`src/serial_link_tx_consts.vh`:
```
`ifndef SERIAL_LINK_TX_CONSTS_VH
`define SERIAL_LINK_TX_CONSTS_VH
// Contract
// - mark enable puts mark on link word lsb
// - mark latency equals sample latency
// - mark in wide field lsb, sample intact
// - initial lane alignment control bits always zero
// - subsystem enable bit, resets to one
// - disabled: reset, serializers down, clocks gated
// - disabled: frame counter reset, sysref ignored
// - six-bit output mode field, resets zero
// - frames per multiframe minus one, 0x1f
// - 64b/66b modes use 256*E/F instead

// register indices; byte address is four times the index
`define IDX_MARK_CTRL   10'h160
`define IDX_SUBSYS_EN   10'h200
`define IDX_OUT_MODE    10'h201
`define IDX_FPM         10'h202
`define IDX_STATUS      10'h210
`define ADR_W           12

// reset values at field width
`define RST_MARK_EN     1'b0
`define RST_SUBSYS_EN   1'b1
`define RST_OUT_MODE    6'h00
`define RST_FPM         8'h1f

// field positions
`define BIT_MARK_EN     0
`define BIT_SUBSYS_EN   0
`define MODE_MSB        5
`define FPM_MSB         7
`define ST_EN_BIT       0
`define ST_64B_BIT      1
`define ST_CFG_BIT      2
`define ST_RSV_BIT      3
`define ST_CNT_LSB      8
`define ST_LVL_LSB      20

// mode classes: codes from here up use the 64b/66b link layer
`define MODE_64B_FIRST  6'h10

// data path
`define SAMPLE_W        12
`define LINK_W          16
`define FIFO_DEPTH      8
`define FIFO_AW         3
`define FIFO_SLACK      5
`define ALIGN_STAGES    4
`define CNT_W           10
`endif

```
`src/sample_fifo.v`:
```
`timescale 1ns/1ps
module sample_fifo #(
   parameter WIDTH = 16,
   parameter DEPTH = 8,
   parameter AW    = 3,
   parameter SLACK = 5
) (
   input  wire             clk,        // system clock
   input  wire             rst_n,      // synchronised reset, low active
   input  wire             clr,        // synchronous flush
   input  wire [WIDTH-1:0] in_data,    // write word
   input  wire             in_valid,   // write strobe
   output reg              in_ready,   // room for SLACK more words
   output reg  [WIDTH-1:0] out_data,   // head word
   output reg              out_valid,  // head word present
   input  wire             out_ready,  // sink takes head word
   output reg  [AW:0]      level       // words held in the array
);
   localparam [AW:0] READY_MAX = DEPTH - SLACK;
   localparam [AW:0] FULL_CNT  = DEPTH;
   localparam [AW-1:0] PTR_ONE = 1;

   reg [WIDTH-1:0] mem [0:DEPTH-1];
   reg [AW-1:0]    wr_ptr_r;
   reg [AW-1:0]    rd_ptr_r;
   wire            push;
   wire            pop;
   wire [AW:0]     level_nxt;

   // ready runs early by SLACK so words already in flight still fit
   assign push      = in_valid & (level != FULL_CNT);
   assign pop       = (level != {(AW+1){1'b0}}) & (~out_valid | out_ready);
   assign level_nxt = level + {{AW{1'b0}}, push} - {{AW{1'b0}}, pop};

   always @(posedge clk) begin
      if (push) begin
         mem[wr_ptr_r] <= in_data;
      end
   end

   always @(posedge clk or negedge rst_n) begin
      if (!rst_n) begin
         wr_ptr_r  <= {AW{1'b0}};
         rd_ptr_r  <= {AW{1'b0}};
         level     <= {(AW+1){1'b0}};
         in_ready  <= 1'b0;
         out_valid <= 1'b0;
         out_data  <= {WIDTH{1'b0}};
      end else if (clr) begin
         wr_ptr_r  <= {AW{1'b0}};
         rd_ptr_r  <= {AW{1'b0}};
         level     <= {(AW+1){1'b0}};
         in_ready  <= 1'b0;
         out_valid <= 1'b0;
      end else begin
         if (push) begin
            wr_ptr_r <= wr_ptr_r + PTR_ONE;
         end
         if (pop) begin
            rd_ptr_r  <= rd_ptr_r + PTR_ONE;
            out_data  <= mem[rd_ptr_r];
            out_valid <= 1'b1;
         end else if (out_ready) begin
            out_valid <= 1'b0;
         end
         level    <= level_nxt;
         in_ready <= (level_nxt <= READY_MAX);
      end
   end
endmodule // sample_fifo

```
`src/serial_link_transmit_control.v`:
```
// Implementation choice: the Wishbone register port.
`timescale 1ns/1ps
`include "serial_link_tx_consts.vh"
module serial_link_transmit_control (
   input  wire                 ref_clk,           // 100 MHz system clock
   input  wire                 resetn,            // async reset, low active
   input  wire                 wb_cyc_i,          // wishbone cycle
   input  wire                 wb_stb_i,          // wishbone strobe
   input  wire                 wb_we_i,           // wishbone write
   input  wire [`ADR_W-1:0]    wb_adr_i,          // wishbone byte address
   input  wire [3:0]           wb_sel_i,          // wishbone byte enables
   input  wire [31:0]          wb_dat_i,          // wishbone write data
   output reg  [31:0]          wb_dat_o,          // wishbone read data
   output reg                  wb_ack_o,          // wishbone acknowledge
   input  wire [`SAMPLE_W-1:0] sample_data,       // converter sample
   input  wire                 sample_valid,      // converter sample strobe
   output wire                 sample_ready,      // path can take a sample
   input  wire                 mark_pin,          // timestamp pin, async
   input  wire                 sysref_pin,        // sysref pin, async
   output wire [`LINK_W-1:0]   link_data,         // link sample word
   output wire                 link_valid,        // link word present
   input  wire                 link_ready,        // transport takes word
   output reg                  link_reset_n,      // link subsystem reset, low
   output reg                  serdes_power_down, // serializers off
   output reg                  link_clock_enable, // subsystem clock gate
   output reg                  lmfc_boundary,     // multiframe start pulse
   output reg  [1:0]           ila_control_bits   // control bits advertised
);

   ////////////////////////////////////////////////////////////////////
   // declarations
   ////////////////////////////////////////////////////////////////////

   reg                  rst_s1_r;
   reg                  rst_n_r;

   reg                  mark_en_r;
   reg                  en_r;
   reg [`MODE_MSB:0]    mode_r;
   reg [`FPM_MSB:0]     fpm_r;
   reg                  cfg_err_r;
   reg                  rsv_err_r;

   reg [1:0]            sync1_r;
   reg [1:0]            sync2_r;
   reg [1:0]            sync3_r;
   reg [1:0]            filt_r;
   wire [1:0]           filt_nxt;
   reg                  sysref_prev_r;
   wire                 sysref_rise;

   reg [`SAMPLE_W-1:0]  pipe_dat_r [0:`ALIGN_STAGES-1];
   reg [`ALIGN_STAGES-1:0] pipe_vld_r;
   wire                 take_sample;
   wire [`LINK_W-1:0]   link_word;
   wire [`FIFO_AW:0]    fifo_level;

   reg [`CNT_W-1:0]     lmfc_cnt_r;
   wire [`CNT_W-1:0]    k_last;
   wire                 mode_64b;

   wire                 bus_req;
   wire                 wr_req;
   wire [9:0]           idx;
   reg [31:0]           rd_nxt;
   reg                  cfg_write;
   reg                  rsv_hit;
   reg                  st_write;
   integer              i;

   ////////////////////////////////////////////////////////////////////
   // helpers
   ////////////////////////////////////////////////////////////////////

   function is_64b66b;
      input [`MODE_MSB:0] mode;
      begin
         is_64b66b = (mode >= `MODE_64B_FIRST);
      end
   endfunction

   // frames per multiframe minus one from 256*E/F, E and F from the mode
   function [`CNT_W-1:0] mode_k_last;
      input [`MODE_MSB:0] mode;
      reg [`CNT_W:0] k;
      reg [`CNT_W:0] km;
      begin
         k = (mode[2] ? 11'h200 : 11'h100) >> mode[1:0];
         km = k - 11'h001;
         mode_k_last = km[`CNT_W-1:0];
      end
   endfunction

   ////////////////////////////////////////////////////////////////////
   // reset release
   ////////////////////////////////////////////////////////////////////

   always @(posedge ref_clk or negedge resetn) begin
      if (!resetn) begin
         rst_s1_r <= 1'b0;
         rst_n_r  <= 1'b0;
      end else begin
         rst_s1_r <= 1'b1;
         rst_n_r  <= rst_s1_r;
      end
   end

   ////////////////////////////////////////////////////////////////////
   // pin synchronisers: bit 0 mark, bit 1 sysref
   ////////////////////////////////////////////////////////////////////

   // a level changes only once stages two and three agree
   assign filt_nxt = (sync2_r & sync3_r) | (filt_r & (sync2_r | sync3_r));

   always @(posedge ref_clk or negedge rst_n_r) begin
      if (!rst_n_r) begin
         sync1_r <= 2'h0;
         sync2_r <= 2'h0;
         sync3_r <= 2'h0;
         filt_r  <= 2'h0;
      end else begin
         sync1_r <= {sysref_pin, mark_pin};
         sync2_r <= sync1_r;
         sync3_r <= sync2_r;
         filt_r  <= filt_nxt;
      end
   end

   ////////////////////////////////////////////////////////////////////
   // sample path
   ////////////////////////////////////////////////////////////////////

   // samples wait as many cycles as the mark spends in its synchroniser
   assign take_sample = sample_valid & sample_ready & en_r;

   always @(posedge ref_clk or negedge rst_n_r) begin
      if (!rst_n_r) begin
         pipe_vld_r <= {`ALIGN_STAGES{1'b0}};
         for (i = 0; i < `ALIGN_STAGES; i = i + 1) begin
            pipe_dat_r[i] <= {`SAMPLE_W{1'b0}};
         end
      end else if (!en_r) begin
         pipe_vld_r <= {`ALIGN_STAGES{1'b0}};
      end else begin
         pipe_vld_r <= {pipe_vld_r[`ALIGN_STAGES-2:0], take_sample};
         pipe_dat_r[0] <= sample_data;
         for (i = 1; i < `ALIGN_STAGES; i = i + 1) begin
            pipe_dat_r[i] <= pipe_dat_r[i-1];
         end
      end
   end

   // sample keeps every bit; mark sits in the lsb of the wider field
   assign link_word = {pipe_dat_r[`ALIGN_STAGES-1],
                       {(`LINK_W-`SAMPLE_W-1){1'b0}},
                       filt_r[0] & mark_en_r};

   sample_fifo #(
      .WIDTH (`LINK_W),
      .DEPTH (`FIFO_DEPTH),
      .AW    (`FIFO_AW),
      .SLACK (`FIFO_SLACK)
   ) u_fifo (
      .clk       (ref_clk),
      .rst_n     (rst_n_r),
      .clr       (~en_r),
      .in_data   (link_word),
      .in_valid  (pipe_vld_r[`ALIGN_STAGES-1]),
      .in_ready  (sample_ready),
      .out_data  (link_data),
      .out_valid (link_valid),
      .out_ready (link_ready),
      .level     (fifo_level)
   );

   ////////////////////////////////////////////////////////////////////
   // multiframe counter
   ////////////////////////////////////////////////////////////////////

   assign mode_64b    = is_64b66b(mode_r);
   assign k_last      = mode_64b ? mode_k_last(mode_r) : {2'h0, fpm_r};
   assign sysref_rise = filt_r[1] & ~sysref_prev_r;

   always @(posedge ref_clk or negedge rst_n_r) begin
      if (!rst_n_r) begin
         lmfc_cnt_r    <= {`CNT_W{1'b0}};
         lmfc_boundary <= 1'b0;
         sysref_prev_r <= 1'b0;
      end else begin
         sysref_prev_r <= filt_r[1];
         if (!en_r) begin
            lmfc_cnt_r    <= {`CNT_W{1'b0}};
            lmfc_boundary <= 1'b0;
         end else if (sysref_rise || lmfc_cnt_r >= k_last) begin
            lmfc_cnt_r    <= {`CNT_W{1'b0}};
            lmfc_boundary <= 1'b1;
         end else begin
            lmfc_cnt_r    <= lmfc_cnt_r + {{(`CNT_W-1){1'b0}}, 1'b1};
            lmfc_boundary <= 1'b0;
         end
      end
   end

   ////////////////////////////////////////////////////////////////////
   // subsystem controls
   ////////////////////////////////////////////////////////////////////

   always @(posedge ref_clk or negedge rst_n_r) begin
      if (!rst_n_r) begin
         link_reset_n      <= 1'b0;
         serdes_power_down <= 1'b1;
         link_clock_enable <= 1'b0;
         ila_control_bits  <= 2'h0;
      end else begin
         link_reset_n      <= en_r;
         serdes_power_down <= ~en_r;
         link_clock_enable <= en_r;
         ila_control_bits  <= 2'h0;
      end
   end

   ////////////////////////////////////////////////////////////////////
   // wishbone slave
   ////////////////////////////////////////////////////////////////////

   assign bus_req = wb_cyc_i & wb_stb_i & ~wb_ack_o;
   assign wr_req  = bus_req & wb_we_i & wb_sel_i[0];
   assign idx     = wb_adr_i[`ADR_W-1:2];

   // config touched while running, reserved bits set: flagged; the config is still stored, reserved bits never are
   always @* begin
      cfg_write = 1'b0;
      rsv_hit   = 1'b0;
      st_write  = 1'b0;
      if (wr_req) begin
         if (idx == `IDX_MARK_CTRL) begin
            rsv_hit = (wb_dat_i[7:1] != 7'h00);
         end else if (idx == `IDX_SUBSYS_EN) begin
            rsv_hit = (wb_dat_i[7:1] != 7'h00);
         end else if (idx == `IDX_OUT_MODE) begin
            rsv_hit   = (wb_dat_i[7:6] != 2'h0);
            cfg_write = en_r;
         end else if (idx == `IDX_FPM) begin
            cfg_write = en_r;
         end else if (idx == `IDX_STATUS) begin
            st_write = 1'b1;
         end
      end
   end

   always @* begin
      rd_nxt = 32'h0000_0000;
      if (idx == `IDX_MARK_CTRL) begin
         rd_nxt[`BIT_MARK_EN] = mark_en_r;
      end else if (idx == `IDX_SUBSYS_EN) begin
         rd_nxt[`BIT_SUBSYS_EN] = en_r;
      end else if (idx == `IDX_OUT_MODE) begin
         rd_nxt[`MODE_MSB:0] = mode_r;
      end else if (idx == `IDX_FPM) begin
         rd_nxt[`FPM_MSB:0] = fpm_r;
      end else if (idx == `IDX_STATUS) begin
         rd_nxt[`ST_EN_BIT]  = en_r;
         rd_nxt[`ST_64B_BIT] = mode_64b;
         rd_nxt[`ST_CFG_BIT] = cfg_err_r;
         rd_nxt[`ST_RSV_BIT] = rsv_err_r;
         rd_nxt[`ST_CNT_LSB+`CNT_W-1:`ST_CNT_LSB] = lmfc_cnt_r;
         rd_nxt[`ST_LVL_LSB+`FIFO_AW:`ST_LVL_LSB] = fifo_level;
      end
   end

   always @(posedge ref_clk or negedge rst_n_r) begin
      if (!rst_n_r) begin
         wb_ack_o <= 1'b0;
         wb_dat_o <= 32'h0000_0000;
      end else begin
         wb_ack_o <= bus_req;
         wb_dat_o <= bus_req ? rd_nxt : 32'h0000_0000;
      end
   end

   ////////////////////////////////////////////////////////////////////
   // register file
   ////////////////////////////////////////////////////////////////////

   always @(posedge ref_clk or negedge rst_n_r) begin
      if (!rst_n_r) begin
         mark_en_r <= `RST_MARK_EN;
         en_r      <= `RST_SUBSYS_EN;
         mode_r    <= `RST_OUT_MODE;
         fpm_r     <= `RST_FPM;
      end else if (wr_req) begin
         if (idx == `IDX_MARK_CTRL) begin
            mark_en_r <= wb_dat_i[`BIT_MARK_EN];
         end else if (idx == `IDX_SUBSYS_EN) begin
            en_r <= wb_dat_i[`BIT_SUBSYS_EN];
         end else if (idx == `IDX_OUT_MODE) begin
            mode_r <= wb_dat_i[`MODE_MSB:0];
         end else if (idx == `IDX_FPM) begin
            fpm_r <= wb_dat_i[`FPM_MSB:0];
         end
      end
   end

   // sticky flags clear on a write of one; a new event wins over the clear
   always @(posedge ref_clk or negedge rst_n_r) begin
      if (!rst_n_r) begin
         cfg_err_r <= 1'b0;
         rsv_err_r <= 1'b0;
      end else begin
         if (cfg_write) begin
            cfg_err_r <= 1'b1;
         end else if (st_write && wb_dat_i[`ST_CFG_BIT]) begin
            cfg_err_r <= 1'b0;
         end
         if (rsv_hit) begin
            rsv_err_r <= 1'b1;
         end else if (st_write && wb_dat_i[`ST_RSV_BIT]) begin
            rsv_err_r <= 1'b0;
         end
      end
   end

endmodule // serial_link_transmit_control

```
`config.mk`:
```
export PLATFORM = sky130hd
export DESIGN_NAME = serial_link_transmit_control
export DESIGN_NICKNAME = d
export VERILOG_FILES = /design/src/sample_fifo.v /design/src/serial_link_transmit_control.v
export VERILOG_INCLUDE_DIRS = /design/src
export SDC_FILE = /design/constraint.sdc
export NUM_CORES = 1
export LEC_CHECK = 0
export ABC_AREA = 1
export BUFFER_PORTS_ARGS = -buffer_cell sky130_fd_sc_hd__buf_2
export CORE_MARGIN = 8
export CORE_UTILIZATION = 49
export CTS_BUF_LIST = sky130_fd_sc_hd__clkbuf_4 sky130_fd_sc_hd__clkbuf_8
export DETAILED_ROUTE_END_ITERATION = 12
export PLACE_DENSITY = 0.72
export SLEW_MARGIN = 10
export SYNTH_ARGS = -nofsm -noshare
export SYNTH_HDL_FRONTEND = slang
export SYNTH_SLANG_ARGS = --single-unit
```
`constraint.sdc`:
```
create_clock -name ref_clk -period 4.1 [get_ports ref_clk]
set_clock_uncertainty 0.05 [all_clocks]
set_input_delay 0.82 -clock ref_clk [delete_from_list [all_inputs] [get_ports ref_clk]]
set_output_delay 0.82 -clock ref_clk [all_outputs]
set_load 0.02 [all_outputs]
```
== Word level (Yosys, flattened, before mapping) ==
Memories as Yosys holds them, arrays and structs flattened. A register that Yosys moved wholly into a read port is not among the register bits.
Index checks and enable logic that the tools add are counted.
Storage, ports and cells
  bits in registers: 147
  RAM bits: 104
  output and inout bits: 57
  memories: 1
Operators by class
  add/sub/neg operators: 6
  order comparisons: 3
  equality and inequality tests: 9
  shift-type cells: 1
  muxes and demuxes: 54
  bitwise operators: 22
  reduce and logical (&&, ||, !) cells: 14
Memories
  u_fifo.mem: depth 8, width 13, read ports 1, clocked after memory_dff 1, write ports 1, line sample_fifo.v:23  | reg [WIDTH-1:0] mem [0:DEPTH-1];
Operators by type and width (count)
  $mux W10: 6
  $eq A10 B10 Y1 const B: 4
  $mux W4: 10
  $mux W17: 2
  $mux W1: 29
  $mux W24: 1
  $mux W12: 1
  $mux W3: 4
  $add A10 B1 Y10 const B: 1
  $and A1 B1 Y1: 10
  $eq A10 B9 Y1 const B: 1
  $ge A10 B10 Y1: 1
  $shr A10 B2 Y10: 1
  $sub A10 B1 Y10 const B: 1
  $not A1 Y1: 7
  $reduce_bool A7 Y1: 1
  $add A3 B1 Y3 const B: 2
  $ge A6 B5 Y1 const B: 1
  $mux W6: 1
  $reduce_bool A2 Y1: 3
  $reduce_and A5 Y1: 1
  $add A4 B1 Y4: 1
  $and A2 B2 Y2: 2
  $le A4 B2 Y1 const B: 1
  other kinds (13): 17

== Longest topological paths before layout ==
Gate-level depths: netlist of run 1.
  depth in word-level cells: 10
  depth in mapped cells: 16
  depth with buffers taken out: 16

== Modules after synthesis ==
From an unflattened synthesis of run 1, not the netlist that was laid out.
Second synthesis, totals
  cells, all modules: 1248
  area, all modules: 12039.0 sq um
Modules (own cells, without submodules)
  sample_fifo: instances 1, cells each 648, area each 6767.7 sq um, seq. area each 4544.4 sq um
  serial_link_transmit_control: instances 1, cells each 600, area each 5271.3 sq um, seq. area each 2936.6 sq um

== Worst setup path before layout of run 1 ==
No wires, ideal clock.
  path kind: input to register
  start point: input link_ready
  end point: register u_fifo.in_ready
  library setup time: 0.071 ns
  arrival time: 2.322 ns
  slack: 1.657 ns
  stages on the path: 11
  cell sequence: inv_1 -> nand2_1 -> nand2_1 -> inv_1 -> ha_1 -> inv_1 -> ha_1 -> fa_1 -> xnor2_1 -> nand2_1 -> nor2_1
Between the ends
  cells in the longest elaborated chain, start to end: 5
RTL lines
  start: declaration: line serial_link_transmit_control.v:22  | input wire link_ready,
  $or A1 B1 Y1: line sample_fifo.v:32  | assign pop = (level != {(AW+1){1'b0}}) & (~out_valid | out_ready);
  $and A1 B1 Y1: line sample_fifo.v:32
  $sub A4 B1 Y4: line sample_fifo.v:33  | assign level_nxt = level + {{AW{1'b0}}, push} - {{AW{1'b0}}, pop};
  $le A4 B2 Y1: line sample_fifo.v:67  | in_ready <= (level_nxt <= READY_MAX);
  $mux W1: line sample_fifo.v:49  | end else if (clr) begin
  end signal: assignment: line sample_fifo.v:67
  end: declaration: line sample_fifo.v:13  | output reg in_ready,
Every way passes these cells.
A chain may end at the register's enable or synchronous reset.

== Worst setup path in the final report of run 1 ==
  start point: register mode_r[0]
  end point: register lmfc_cnt_r[6]
Between the ends
  cells in the longest elaborated chain, start to end: 7
  elaborated cells between the ends (all ways): 8
  those cells by class: 1 x add/sub; 2 x order compare; 1 x shift; 3 x mux; 1 x reduce/logical
RTL lines
  start: declaration: line serial_link_transmit_control.v:39  | reg [`MODE_MSB:0] mode_r;
  start signal: assignment: line serial_link_transmit_control.v:289  | mode_r <= `RST_OUT_MODE;
  start signal: assignment: line serial_link_transmit_control.v:297  | mode_r <= wb_dat_i[`MODE_MSB:0];
  $shr A10 B2 Y10: line serial_link_transmit_control.v:88  | k = (mode[2] ? 11'h200 : 11'h100) >> mode[1:0];
  $sub A10 B1 Y10: line serial_link_transmit_control.v:89  | km = k - 11'h001;
  $mux W10 *: line serial_link_transmit_control.v:181  | assign k_last = mode_64b ? mode_k_last(mode_r) : {2'h0, fpm_r};
  $ge A10 B10 Y1 *: line serial_link_transmit_control.v:194  | end else if (sysref_rise || lmfc_cnt_r >= k_last) begin
  $logic_or A1 B1 Y1 *: line serial_link_transmit_control.v:194
  $mux W10 *: line serial_link_transmit_control.v:194
  $mux W10 *: line serial_link_transmit_control.v:191  | if (!en_r) begin
  end signal: assignment: line serial_link_transmit_control.v:192  | lmfc_cnt_r <= {`CNT_W{1'b0}};
  end signal: assignment: line serial_link_transmit_control.v:195  | lmfc_cnt_r <= {`CNT_W{1'b0}};
  end signal: assignment: line serial_link_transmit_control.v:198  | lmfc_cnt_r <= lmfc_cnt_r + {{(`CNT_W-1){1'b0}}, 1'b1};
  end: declaration: line serial_link_transmit_control.v:58  | reg [`CNT_W-1:0] lmfc_cnt_r;
Every way passes the cells marked *; elsewhere a longest branch is shown, timed or not.

==> results of run 1 <==
metrics by stage:
stage | hold slack, ns | std cells | setup WS [ns]
global route | 0.308 | 1440 | 1.13
CTS | 0.300 | 1440 | 1.35
floorplan | 0.281 | 1050 | 1.66
finish | 0.297 | 1440 | 1.32
global placement | 0.283 | 1364 | 1.38
detailed placement | 0.286 | 1364 | 1.35
logic make-up after synthesis:
kind of cell             after synthesis  share of synthesized area (%)
adder cells (fa/ha/maj)               27                           3.23
AND/OR/NAND/NOR                      475                           19.1
buffers and inverters                135                           5.87
AO/OA/AOI/OAI                        148                           8.08
flip-flops                           246                           63.4
other                                  2                         0.0712
XOR/XNOR                               3                          0.249
power breakdown:
group	leakage (nW)	switching [W]	total (W)	internal, W
Combinational	2.41	0.000882	0.00135	0.000472
Sequential	2.65	0.000247	0.00306	0.00282
Clock	0.437	0.000919	0.00209	0.00117
Total	5.50	0.00205	0.00651	0.00446
worst paths after layout:
kind,slack (ns),end,start,depth (start not counted)
hold reg to reg,0.30,rst_n_r,rst_s1_r,0
min in group asynchronous,0.39,pipe_dat_r[31],rst_n_r,0
hold / removal,0.30,rst_n_r,rst_s1_r,0
setup / recovery,1.32,lmfc_cnt_r[6],mode_r[0],15
max in group asynchronous,2.70,link_word[4],rst_n_r,1
setup reg to reg,1.32,lmfc_cnt_r[6],mode_r[0],15
timing repair:
action,4_1_cts,5_1_grt
setup endpoints to repair,0,0
hold endpoints to repair,2,0
hold buffers,1,0
synth_stat cells:
| master | number | area [µm²] |
|---|---|---|
| o211ai_1 | 29 | 218 |
| inv_1 | 67 | 251 |
| buf_12 | 1 | 20.0 |
| nor2_8 | 2 | 40.0 |
| edfxtp_1 | 104 | 3120 |
| a211oi_1 | 1 | 7.51 |
| nor2_2 | 5 | 31.3 |
| nor2_1 | 135 | 507 |
| and3_1 | 1 | 6.26 |
| fa_1 | 1 | 20.0 |
| nand2_2 | 7 | 43.8 |
| clkbuf_1 | 18 | 67.6 |
| nor2_4 | 4 | 45.0 |
| dfstp_2 | 7 | 184 |
| nand3_1 | 33 | 165 |
| o21bai_1 | 1 | 7.51 |
| o21ai_2 | 8 | 70.1 |
| nand3b_2 | 1 | 11.3 |
| buf_6 | 1 | 11.3 |
| nand4_1 | 1 | 6.26 |
| nand2_4 | 3 | 33.8 |
| buf_2 | 19 | 95.1 |
| nand3_4 | 2 | 35.0 |
| xnor2_1 | 2 | 17.5 |
| inv_2 | 10 | 37.5 |
| conb_1 | 2 | 7.51 |
| o21ai_1 | 24 | 120 |
| a21oi_2 | 1 | 8.76 |
| clkinv_1 | 1 | 3.75 |
| or2_2 | 1 | 6.26 |
| nand3_2 | 1 | 10.0 |
| a21oi_1 | 10 | 50.1 |
| o21ai_0 | 74 | 370 |
| nand3b_1 | 2 | 15.0 |
| nand2_1 | 260 | 976 |
| dfrtp_1 | 135 | 3380 |
| ha_1 | 24 | 300 |
| buf_4 | 17 | 128 |
| nor3_1 | 17 | 85.1 |
| clkinv_2 | 1 | 5.00 |
| maj3_1 | 2 | 20.0 |
| xor2_1 | 1 | 8.76 |
area by class of cell:
cell class | count | area [µm²]
clock buffer | 61 | 752
clock inverter | 14 | 63.8
fill | 1824 | 9120
inverter | 79 | 298
multi-input combinational | 669 | 3300
sequential | 246 | 6690
tap | 275 | 344
timing repair buffer | 96 | 520
layer usage:
metal / vias to the layer above / routed length, µm / global-route usage (%)
met5: - / 0 / 0
met4: 0 / 461 / 6.13
met3: 37 / 1240 / 3.13
met2: 191 / 9310 / 24.1
met1: 3321 / 9620 / 21.7
li1: 3582 / - / -
critical path, cell delays in order (launching register included):
cell and delay, ns:
dfrtp_1 0.40, inv_1 0.16, ha_1 0.29, nand2_1 0.08
ha_1 0.17, nand3_1 0.10, and3_1 0.15, o21ai_0 0.18
ha_1 0.28, nand2_1 0.10, inv_1 0.06, a21oi_1 0.16
nand4_1 0.11, nor2_1 0.16, inv_2 0.12, nor2_1 0.12
sequential cells by signal (all words and copies together) (netlist names), 3 cells and up:
signal	flops
pipe_vld_r	4
u_fifo.out_data	13
pipe_dat_r	36
link_word	12
u_fifo.wr_ptr_r	3
u_fifo.level	4
wb_dat_o	22
mode_r	6
u_fifo.mem	104
u_fifo.rd_ptr_r	3
lmfc_cnt_r	10
fpm_r	8
==> impl_metrics.env, run 1 <==
export IMPL_syn_avg_cell_area_um2=10.2
export IMPL_diodes=0
export IMPL_fin_setup_tns_ns=0
export IMPL_place_area_um2=11100
export IMPL_fin_area_um2=12000
export IMPL_clk_latency_ns=0.53
export IMPL_endpoint_kind="register"
export IMPL_tritoncts="done"
export IMPL_netlist_area_um2=10500
export IMPL_initialDrtViolationCount=506
export IMPL_grt_overflow=0
export IMPL_antenna_found_initial=0
export IMPL_power_density_nw_per_um2=544
export IMPL_fin_crit_ns=2.78
export IMPL_nNetsFinal=1227
export IMPL_initial_core_util_pct=50.0
export IMPL_die_w_um=163
export IMPL_hp_class="register to register"
export IMPL_p_leak_nw=5.50
export IMPL_core_region_area_um2=21100
export IMPL_relSlewSlack_pct=37.0
export IMPL_ys_ff_latch=246
export IMPL_final_max_slew_viol_count=0
export IMPL_io_buffers=81
export IMPL_vias=7131
export IMPL_required_ns=4.49
export IMPL_clk_path_buf_depth=3
export IMPL_layout_commonest_cell="nand2_1"
export IMPL_dr_pass1_iters=5
export IMPL_syn_to_final_growth_pct=13.4
export IMPL_num_rows=53
export IMPL_status="complete, no violations"
export IMPL_final_util_pct=56.7
export IMPL_rsz0062_at_grt="false"
export IMPL_post_cts_setup_buffers=0
export IMPL_grt_pass1_wl_mm=34.2
export IMPL_critical_path_arrival_ns=3.16
export IMPL_worstSetupPathType="register to register"
export IMPL_mostFrequentLayoutCells="nand2_1 (260), nor2_1 (135), dfrtp_1 (133)"
export IMPL_synth_distinct_cells=42
export IMPL_hpwl_mm=13.2
export IMPL_die_area_um2=26500
export IMPL_grt_usage_pct=15.7
export IMPL_cap_violations=0
export IMPL_post_route_drc_count=0
export IMPL_grt_pass1_vias=6967
export IMPL_power_w=0.00651
export IMPL_grt_max_degree=71
export IMPL_die_y_um=163
export IMPL_cp_max_fo=10
export IMPL_vdd_drop_max_v=0.000339
export IMPL_hold_viol=0
export IMPL_cts_sinks=246
export IMPL_period_share_pct=67.7
export IMPL_clockRootBuffer="clkbuf_8"
export IMPL_vias_per_cell=4.95
export IMPL_startpoint_type="register"
export IMPL_clk_pin_slew_ns=0.07
export IMPL_cts_max_level=2
export IMPL_synthCells=1036
export IMPL_antenna_left=0
export IMPL_synth_warnings=0
export IMPL_finalWirelength_mm=20.6
export IMPL_cts_buffers=41
export IMPL_tightest_slew_ns=0.945
export IMPL_max_freq_ghz=0.360
export IMPL_pin_count=126
export IMPL_wl_per_cell_um=14.3
export IMPL_ys_seq_area_share_pct=63.4
export IMPL_drive_above_1_share_pct=18.7
export IMPL_setup_viol=0
export IMPL_place_congestion=0.855
export IMPL_ctsResizeCount=0
Note: power is estimated with default switching activity, not from simulation.
==> inputs of run 2 (changes only) <==
--- a/config.mk
+++ b/config.mk
@@ -6,13 +6,13 @@
 export SDC_FILE = /design/constraint.sdc
 export NUM_CORES = 1
 export LEC_CHECK = 0
-export ABC_AREA = 1
+export ABC_AREA = 0
 export BUFFER_PORTS_ARGS = -buffer_cell sky130_fd_sc_hd__buf_2
 export CORE_MARGIN = 8
 export CORE_UTILIZATION = 49
 export CTS_BUF_LIST = sky130_fd_sc_hd__clkbuf_4 sky130_fd_sc_hd__clkbuf_8
 export DETAILED_ROUTE_END_ITERATION = 12
-export PLACE_DENSITY = 0.72
+export PLACE_DENSITY = 0.69
 export SLEW_MARGIN = 10
 export SYNTH_ARGS = -nofsm -noshare
 export SYNTH_HDL_FRONTEND = slang
==> constraint.sdc (replaced) <==
create_clock -name ref_clk -period 2.75 [get_ports ref_clk]
set_clock_uncertainty 0.05 [all_clocks]
set_input_delay 0.55 -clock ref_clk [delete_from_list [all_inputs] [get_ports ref_clk]]
set_output_delay 0.55 -clock ref_clk [all_outputs]
set_load 0.02 [all_outputs]
==> impl_metrics.env, run 2 <==
export IMPL_cpMostUsedCell="nand2_1"
export IMPL_pin_count=126
export IMPL_fillers=1610
export IMPL_place_area_um2=10800
export IMPL_cts_max_level=2
export IMPL_final_max_slew_viol_count=0
export IMPL_hold_viol=0
export IMPL_clk_pin_slew_ns=0.06
export IMPL_fin_crit_ns=2.63
export IMPL_num_rows=52
export IMPL_initialDrtViolationCount=257
export IMPL_antenna_found_initial=0
export IMPL_synth_top_area_share_pct=33.6
export IMPL_initial_core_util_pct=49.9
export IMPL_hp_class="primary input to register"
export IMPL_synth_edf_count=104
export IMPL_place_congestion=0.780
export IMPL_synth_ff_type="dfrtp_1"
export IMPL_cts_buffers=41
export IMPL_drive_above_1_share_pct=36.4
export IMPL_synth_distinct_cells=60
export IMPL_die_w_um=159
export IMPL_ys_seq_area_share_pct=66.4
export IMPL_cap_violations=0
export IMPL_cp_cell_sequence="buf_4 > ha_1 > nand2_1 > ha_2 > nand2_1 > xor2_1 > o21ai_0 > nand2_1 > ha_4 > a221oi_2 > o211a_1 > o21ai_4 > nor2_1"
export IMPL_synth_largest_area_cell="dfrtp_1"
export IMPL_final_util_pct=58.7
export IMPL_hold_slack_ns=0.0733
export IMPL_grt_pass1_vias=5852
export IMPL_p_leak_nw=4.84
export IMPL_yosysMostFrequentCell="dfrtp_1"
export IMPL_dr_pass1_iters=6
export IMPL_grt_pass1_wl_mm=30.6
export IMPL_synth_warnings=0
export IMPL_clk_latency_ns=0.53
export IMPL_startpoint_type="register"
export IMPL_synth_commonest_cells="dfrtp_1 (135), edfxtp_1 (104), mux2_2 (50)"
export IMPL_max_freq_ghz=0.380
export IMPL_cts_sinks=246
export IMPL_syn_to_final_growth_pct=17.7
export IMPL_status="complete, no violations"
export IMPL_fin_area_um2=11800
export IMPL_grt_usage_pct=14.7
export IMPL_vias_per_cell=5.14
export IMPL_post_route_drc_count=0
export IMPL_die_area_um2=25400
export IMPL_synth_area_top_cells="dfrtp_1 (34%), edfxtp_1 (31%), mux4_2 (5.8%)"
export IMPL_grt_max_degree=54
export IMPL_top_register="u_fifo.mem"
export IMPL_hpwl_mm=12.2
export IMPL_synthArstFlopShare_pct=57.7
export IMPL_critical_path_arrival_ns=3.03
export IMPL_nNetsFinal=861
export IMPL_syn_avg_cell_area_um2=15.6
export IMPL_ys_ff_latch=246
export IMPL_hold_path_startpoint="sysref_pin"
export IMPL_r2r_start="mode_r[0]"
export IMPL_period_share_pct=95.6
export IMPL_critPathSlowestCell="dfrtp_1"
export IMPL_core_region_area_um2=20200
export IMPL_power_density_nw_per_um2=633
export IMPL_worstSetupPathType="register to register"
export IMPL_largest_reg_flops=104
export IMPL_layout_commonest_cell="dfrtp_1"
export IMPL_finalWirelength_mm=18.5
export IMPL_die_y_um=159
export IMPL_setup_viol=0
export IMPL_grt_overflow=0
export IMPL_clk_path_buf_depth=3
export IMPL_synthCells=646
export IMPL_reg_top3="u_fifo.mem (104), pipe_dat_r (36), wb_dat_o (22)"
export IMPL_vdd_drop_max_v=0.000425
export IMPL_endpoint_kind="register"
export IMPL_vias=5499
export IMPL_tightest_slew_ns=0.859
export IMPL_netlist_area_um2=10100
export IMPL_required_ns=3.15
export IMPL_crit_start="mode_r[0]"
export IMPL_tritoncts="done"
export IMPL_io_buffers=81
export IMPL_mostFrequentLayoutCells="dfrtp_1 (134), edfxtp_1 (104), buf_2 (81)"
export IMPL_diodes=0
export IMPL_clockRootBuffer="clkbuf_8"
export IMPL_antenna_left=0
export IMPL_max_stage_delay_ns=0.39
export IMPL_cp_max_fo=5
export IMPL_wl_per_cell_um=17.3
export IMPL_relSlewSlack_pct=42.7
==> run 2: per-layer routing <==
layer | global-route usage [%] | part of all wire, % | vias to the layer above
met2 | 24.0 | 49 | 149
li1 | - | - | 2584
met5 | 0 | 0 | -
met3 | 3.34 | 5.3 | 31
met4 | 5.62 | 1.8 | 0
met1 | 18.9 | 44 | 2735
==> run 2: power by group <==
| group | total, W | switching (W) | internal (W) |
|---|---|---|---|
| logic | 0.000127 | 0.0000808 | 0.0000466 |
| clock network | 0.00352 | 0.00137 | 0.00215 |
| registers | 0.00385 | 0.0000227 | 0.00383 |
| total | 0.00750 | 0.00148 | 0.00602 |
==> run 2: critical path: cells and delay by family (launching register included) <==
kind / cells / cell delay, ns
flip-flops: 1 / 0.39
buffers and inverters: 1 / 0.15
AND/OR/NAND/NOR: 4 / 0.35
XOR/XNOR: 1 / 0.14
AO/OA/AOI/OAI: 4 / 0.83
adder cells (fa/ha/maj): 3 / 0.62
==> run 2: through the flow <==
step | std cells | setup WS [ns] | TNS [ns] | power (W)
after detailed placement | 991 | -0.164 | -1.53 | 0.00404
final | 1070 | 0.121 | 0 | 0.00750
after global routing | 1070 | -0.00958 | -0.0129 | 0.00779
after floorplan | 660 | 0.0145 | 0 | 0.00399
after CTS | 1068 | 0.0257 | 0 | 0.00759
after global placement | 991 | -0.108 | -0.966 | 0.00403
==> run 2: area by class of cell <==
cell class | count | area (µm²) | share of cell area (%)
clock buffer | 63 | 805 | 6.79
clock inverter | 13 | 135 | 1.14
inverter | 15 | 56.3 | 0.475
multi-input combinational | 356 | 3180 | 26.9
sequential | 246 | 6690 | 56.5
tap | 270 | 338 | 2.85
timing repair buffer | 107 | 641 | 5.41
==> run 2: worst paths after layout <==
path	to	slack, ns	depth (start not counted)
setup / recovery	lmfc_cnt_r[7]	0.12	13
hold / removal	sync1_r[1]	0.07	1
setup reg to reg	lmfc_cnt_r[7]	0.12	13
hold reg to reg	sync2_r[1]	0.29	0
max in group asynchronous	serdes_power_down	1.57	1
min in group asynchronous	wb_dat_o[0]	0.30	0
==> run 2: cells by family after synthesis <==
family / after synthesis / share of synthesized area, %
mux: 107 / 15.2
simple gates: 142 / 7.22
flops: 246 / 66.4
buf+inv: 59 / 3.33
compound gates: 47 / 3.00
other cells: 2 / 0.0746
xor+xnor: 16 / 1.39
fa+ha+maj: 27 / 3.38
==> run 2: timing repair <==
action,4_1_cts,5_1_grt
setup endpoints to repair,10,11
setup buffers,0,1
gates resized for setup,1,10
pin swaps,0,3
hold buffers,1,0
endpoints found under the hold margin,2,0
gates cloned,0,1
==> inputs of run 3 (changes only) <==
--- a/config.mk
+++ b/config.mk
@@ -13,6 +13,7 @@
 export CTS_BUF_LIST = sky130_fd_sc_hd__clkbuf_4 sky130_fd_sc_hd__clkbuf_8
 export DETAILED_ROUTE_END_ITERATION = 12
 export PLACE_DENSITY = 0.69
+export SETUP_SLACK_MARGIN = 0.15
 export SLEW_MARGIN = 10
 export SYNTH_ARGS = -nofsm -noshare
 export SYNTH_HDL_FRONTEND = slang
==> constraint.sdc (replaced) <==
create_clock -name ref_clk -period 2.9 [get_ports ref_clk]
set_clock_uncertainty 0.05 [all_clocks]
set_input_delay 0.58 -clock ref_clk [delete_from_list [all_inputs] [get_ports ref_clk]]
set_output_delay 0.58 -clock ref_clk [all_outputs]
set_load 0.02 [all_outputs]
==> impl_metrics.env, run 3 (synthesized netlist as in run 2, its figures left out) <==
export IMPL_status="complete, no violations"
export IMPL_io_buffers=81
export IMPL_grt_usage_pct=15.1
export IMPL_clk_path_buf_depth=3
export IMPL_hp_class="primary input to register"
export IMPL_use_met3_pct=3.98
export IMPL_vdd_drop_max_v=0.000277
export IMPL_core_region_area_um2=20200
export IMPL_initialDrtViolationCount=250
export IMPL_clockRootBuffer="clkbuf_8"
export IMPL_wl_per_cell_um=18.0
export IMPL_clk_pin_slew_ns=0.06
export IMPL_nNetsFinal=857
export IMPL_vias=5581
export IMPL_final_max_slew_viol_count=0
export IMPL_endpoint_kind="register"
export IMPL_crit_start="mode_r[5]"
export IMPL_required_ns=3.25
export IMPL_antenna_found_initial=0
export IMPL_diodes=0
export IMPL_clk_latency_ns=0.53
export IMPL_die_y_um=159
export IMPL_fin_ws_ns=0.213
export IMPL_hold_slack_ns=0.124
export IMPL_num_rows=52
export IMPL_cts_sinks=246
export IMPL_dr_pass1_iters=4
export IMPL_hpwl_mm=12.3
export IMPL_tightest_slew_ns=0.956
export IMPL_top_register="u_fifo.mem"
export IMPL_cts_buffers=40
export IMPL_grt_max_degree=65
export IMPL_period_share_pct=92.7
export IMPL_tritoncts="done"
export IMPL_grt_pass1_vias=6076
export IMPL_antenna_left=0
export IMPL_rsz0062_at_grt="false"
export IMPL_worstSetupPathType="register to register"
export IMPL_initial_core_util_pct=49.9
export IMPL_cap_violations=0
export IMPL_vias_per_cell=5.24
export IMPL_timing_critical_path_buf_inv=0
export IMPL_fillers=1613
export IMPL_max_freq_ghz=0.372
export IMPL_place_congestion=0.814
export IMPL_multi_input_area_um2=3200
export IMPL_fin_crit_ns=2.69
export IMPL_layout_commonest_cell="dfrtp_1"
export IMPL_p_leak_nw=4.75
export IMPL_seqCellArea_um2=6690
export IMPL_post_route_drc_count=0
export IMPL_setup_viol=0
export IMPL_relSlewSlack_pct=36.3
export IMPL_drive_above_1_share_pct=36.0
export IMPL_cp_max_fo=12
export IMPL_mostFrequentLayoutCells="dfrtp_1 (134), edfxtp_1 (104), buf_2 (81)"
export IMPL_hold_viol=0
export IMPL_die_area_um2=25400
export IMPL_pre_cts_ws_ns=-0.140
export IMPL_gr_usage_met2_pct=24.7
export IMPL_critPathTopFamily="compound AO/OA/AOI/OAI gates"
export IMPL_cts_max_level=2
export IMPL_final_util_pct=57.9
export IMPL_busiest_layer="met2"
export IMPL_fin_setup_tns_ns=0
export IMPL_grt_overflow=0
export IMPL_grt_pass1_wl_mm=31.3
export IMPL_startpoint_type="register"
export IMPL_r2r_start="mode_r[5]"
export IMPL_cp_cell_sequence="or2_2 > o21ai_0 > ha_1 > a211oi_1 > nand2_1 > a31oi_2 > o221ai_2 > and2_1"
export IMPL_critical_path_arrival_ns=3.04
export IMPL_pin_count=126
export IMPL_reg_top3="u_fifo.mem (104), pipe_dat_r (36), wb_dat_o (22)"
export IMPL_use_met1_pct=19.1
export IMPL_max_stage_delay_ns=0.41
export IMPL_syn_to_final_growth_pct=16.0
export IMPL_finalWirelength_mm=19.1
export IMPL_power_density_nw_per_um2=573
export IMPL_hold_path_startpoint="sysref_pin"
export IMPL_largest_reg_flops=104
export IMPL_die_w_um=159
export IMPL_critPathSlowestCell="or2_2"
run 3: cell count changes in the layout (fill, tap and decap cells not counted), moves of 2 or more:
cell and change:
bufinv_16 -3, clkbuf_4 +7, buf_12 -2, clkbuf_8 -8
run 3: final cells by class:
class | instances | share of cell area, %
flip-flops and latches | 246 | 57.3
multi-input cells | 356 | 27.4
clock buffers | 62 | 6.39
repair buffers | 104 | 5.08
well taps | 270 | 2.89
clock inverters | 12 | 0.482
inverters | 15 | 0.482
run 3: repair_timing:
item                       in CTS  in global routing
hold buffers                    1                  0
gates resized for setup         2                 12
pin swaps                       0                  6
setup buffers                   0                  2
gates cloned                    0                  1
setup endpoints to repair      10                 11
hold endpoints to repair        2                  0
run 3: power by group:
part           internal (W)  total (W)  leakage [nW]  switching (W)
registers           0.00363    0.00365          2.65      0.0000248
clock network       0.00164    0.00293         0.425        0.00128
logic             0.0000431   0.000117          1.68      0.0000735
run 3: worst reg2reg max path, cell delays in order, from the launching register on:
cell and delay (ns):
dfrtp_1 0.39, or2_2 0.41, o21ai_0 0.31, ha_1 0.30, a211oi_1 0.26, nand2_1 0.11
a31oi_2 0.38, o221ai_2 0.17, and2_1 0.18
run 3: per-stage QoR:
stage	power, W	std cells	cell area (µm²)
after floorplan	0.00378	660	10100
after global placement	0.00382	987	10700
after detailed placement	0.00383	987	10700
after CTS	0.00679	1062	11600
after global routing	0.00696	1065	11700
final	0.00669	1065	11700
run 3: layer usage:
metal	routed length [µm]	share of wire (%)	up-vias
met4	341	1.8	0
met3	1060	5.5	28
met5	0	0	-
met2	9380	49	145
met1	8370	44	2847
li1	-	-	2561
run 3: final timing paths:
path	to	slack, ns	depth (start not counted)
worst min register to register	sync2_r[1]	0.30	0
max in group asynchronous	pipe_dat_r[20]	1.58	1
worst max register to register	lmfc_boundary	0.21	8
worst max-delay path	lmfc_boundary	0.21	8
min in group asynchronous	rst_n_r	0.33	2
worst min-delay path	sync1_r[1]	0.12	1
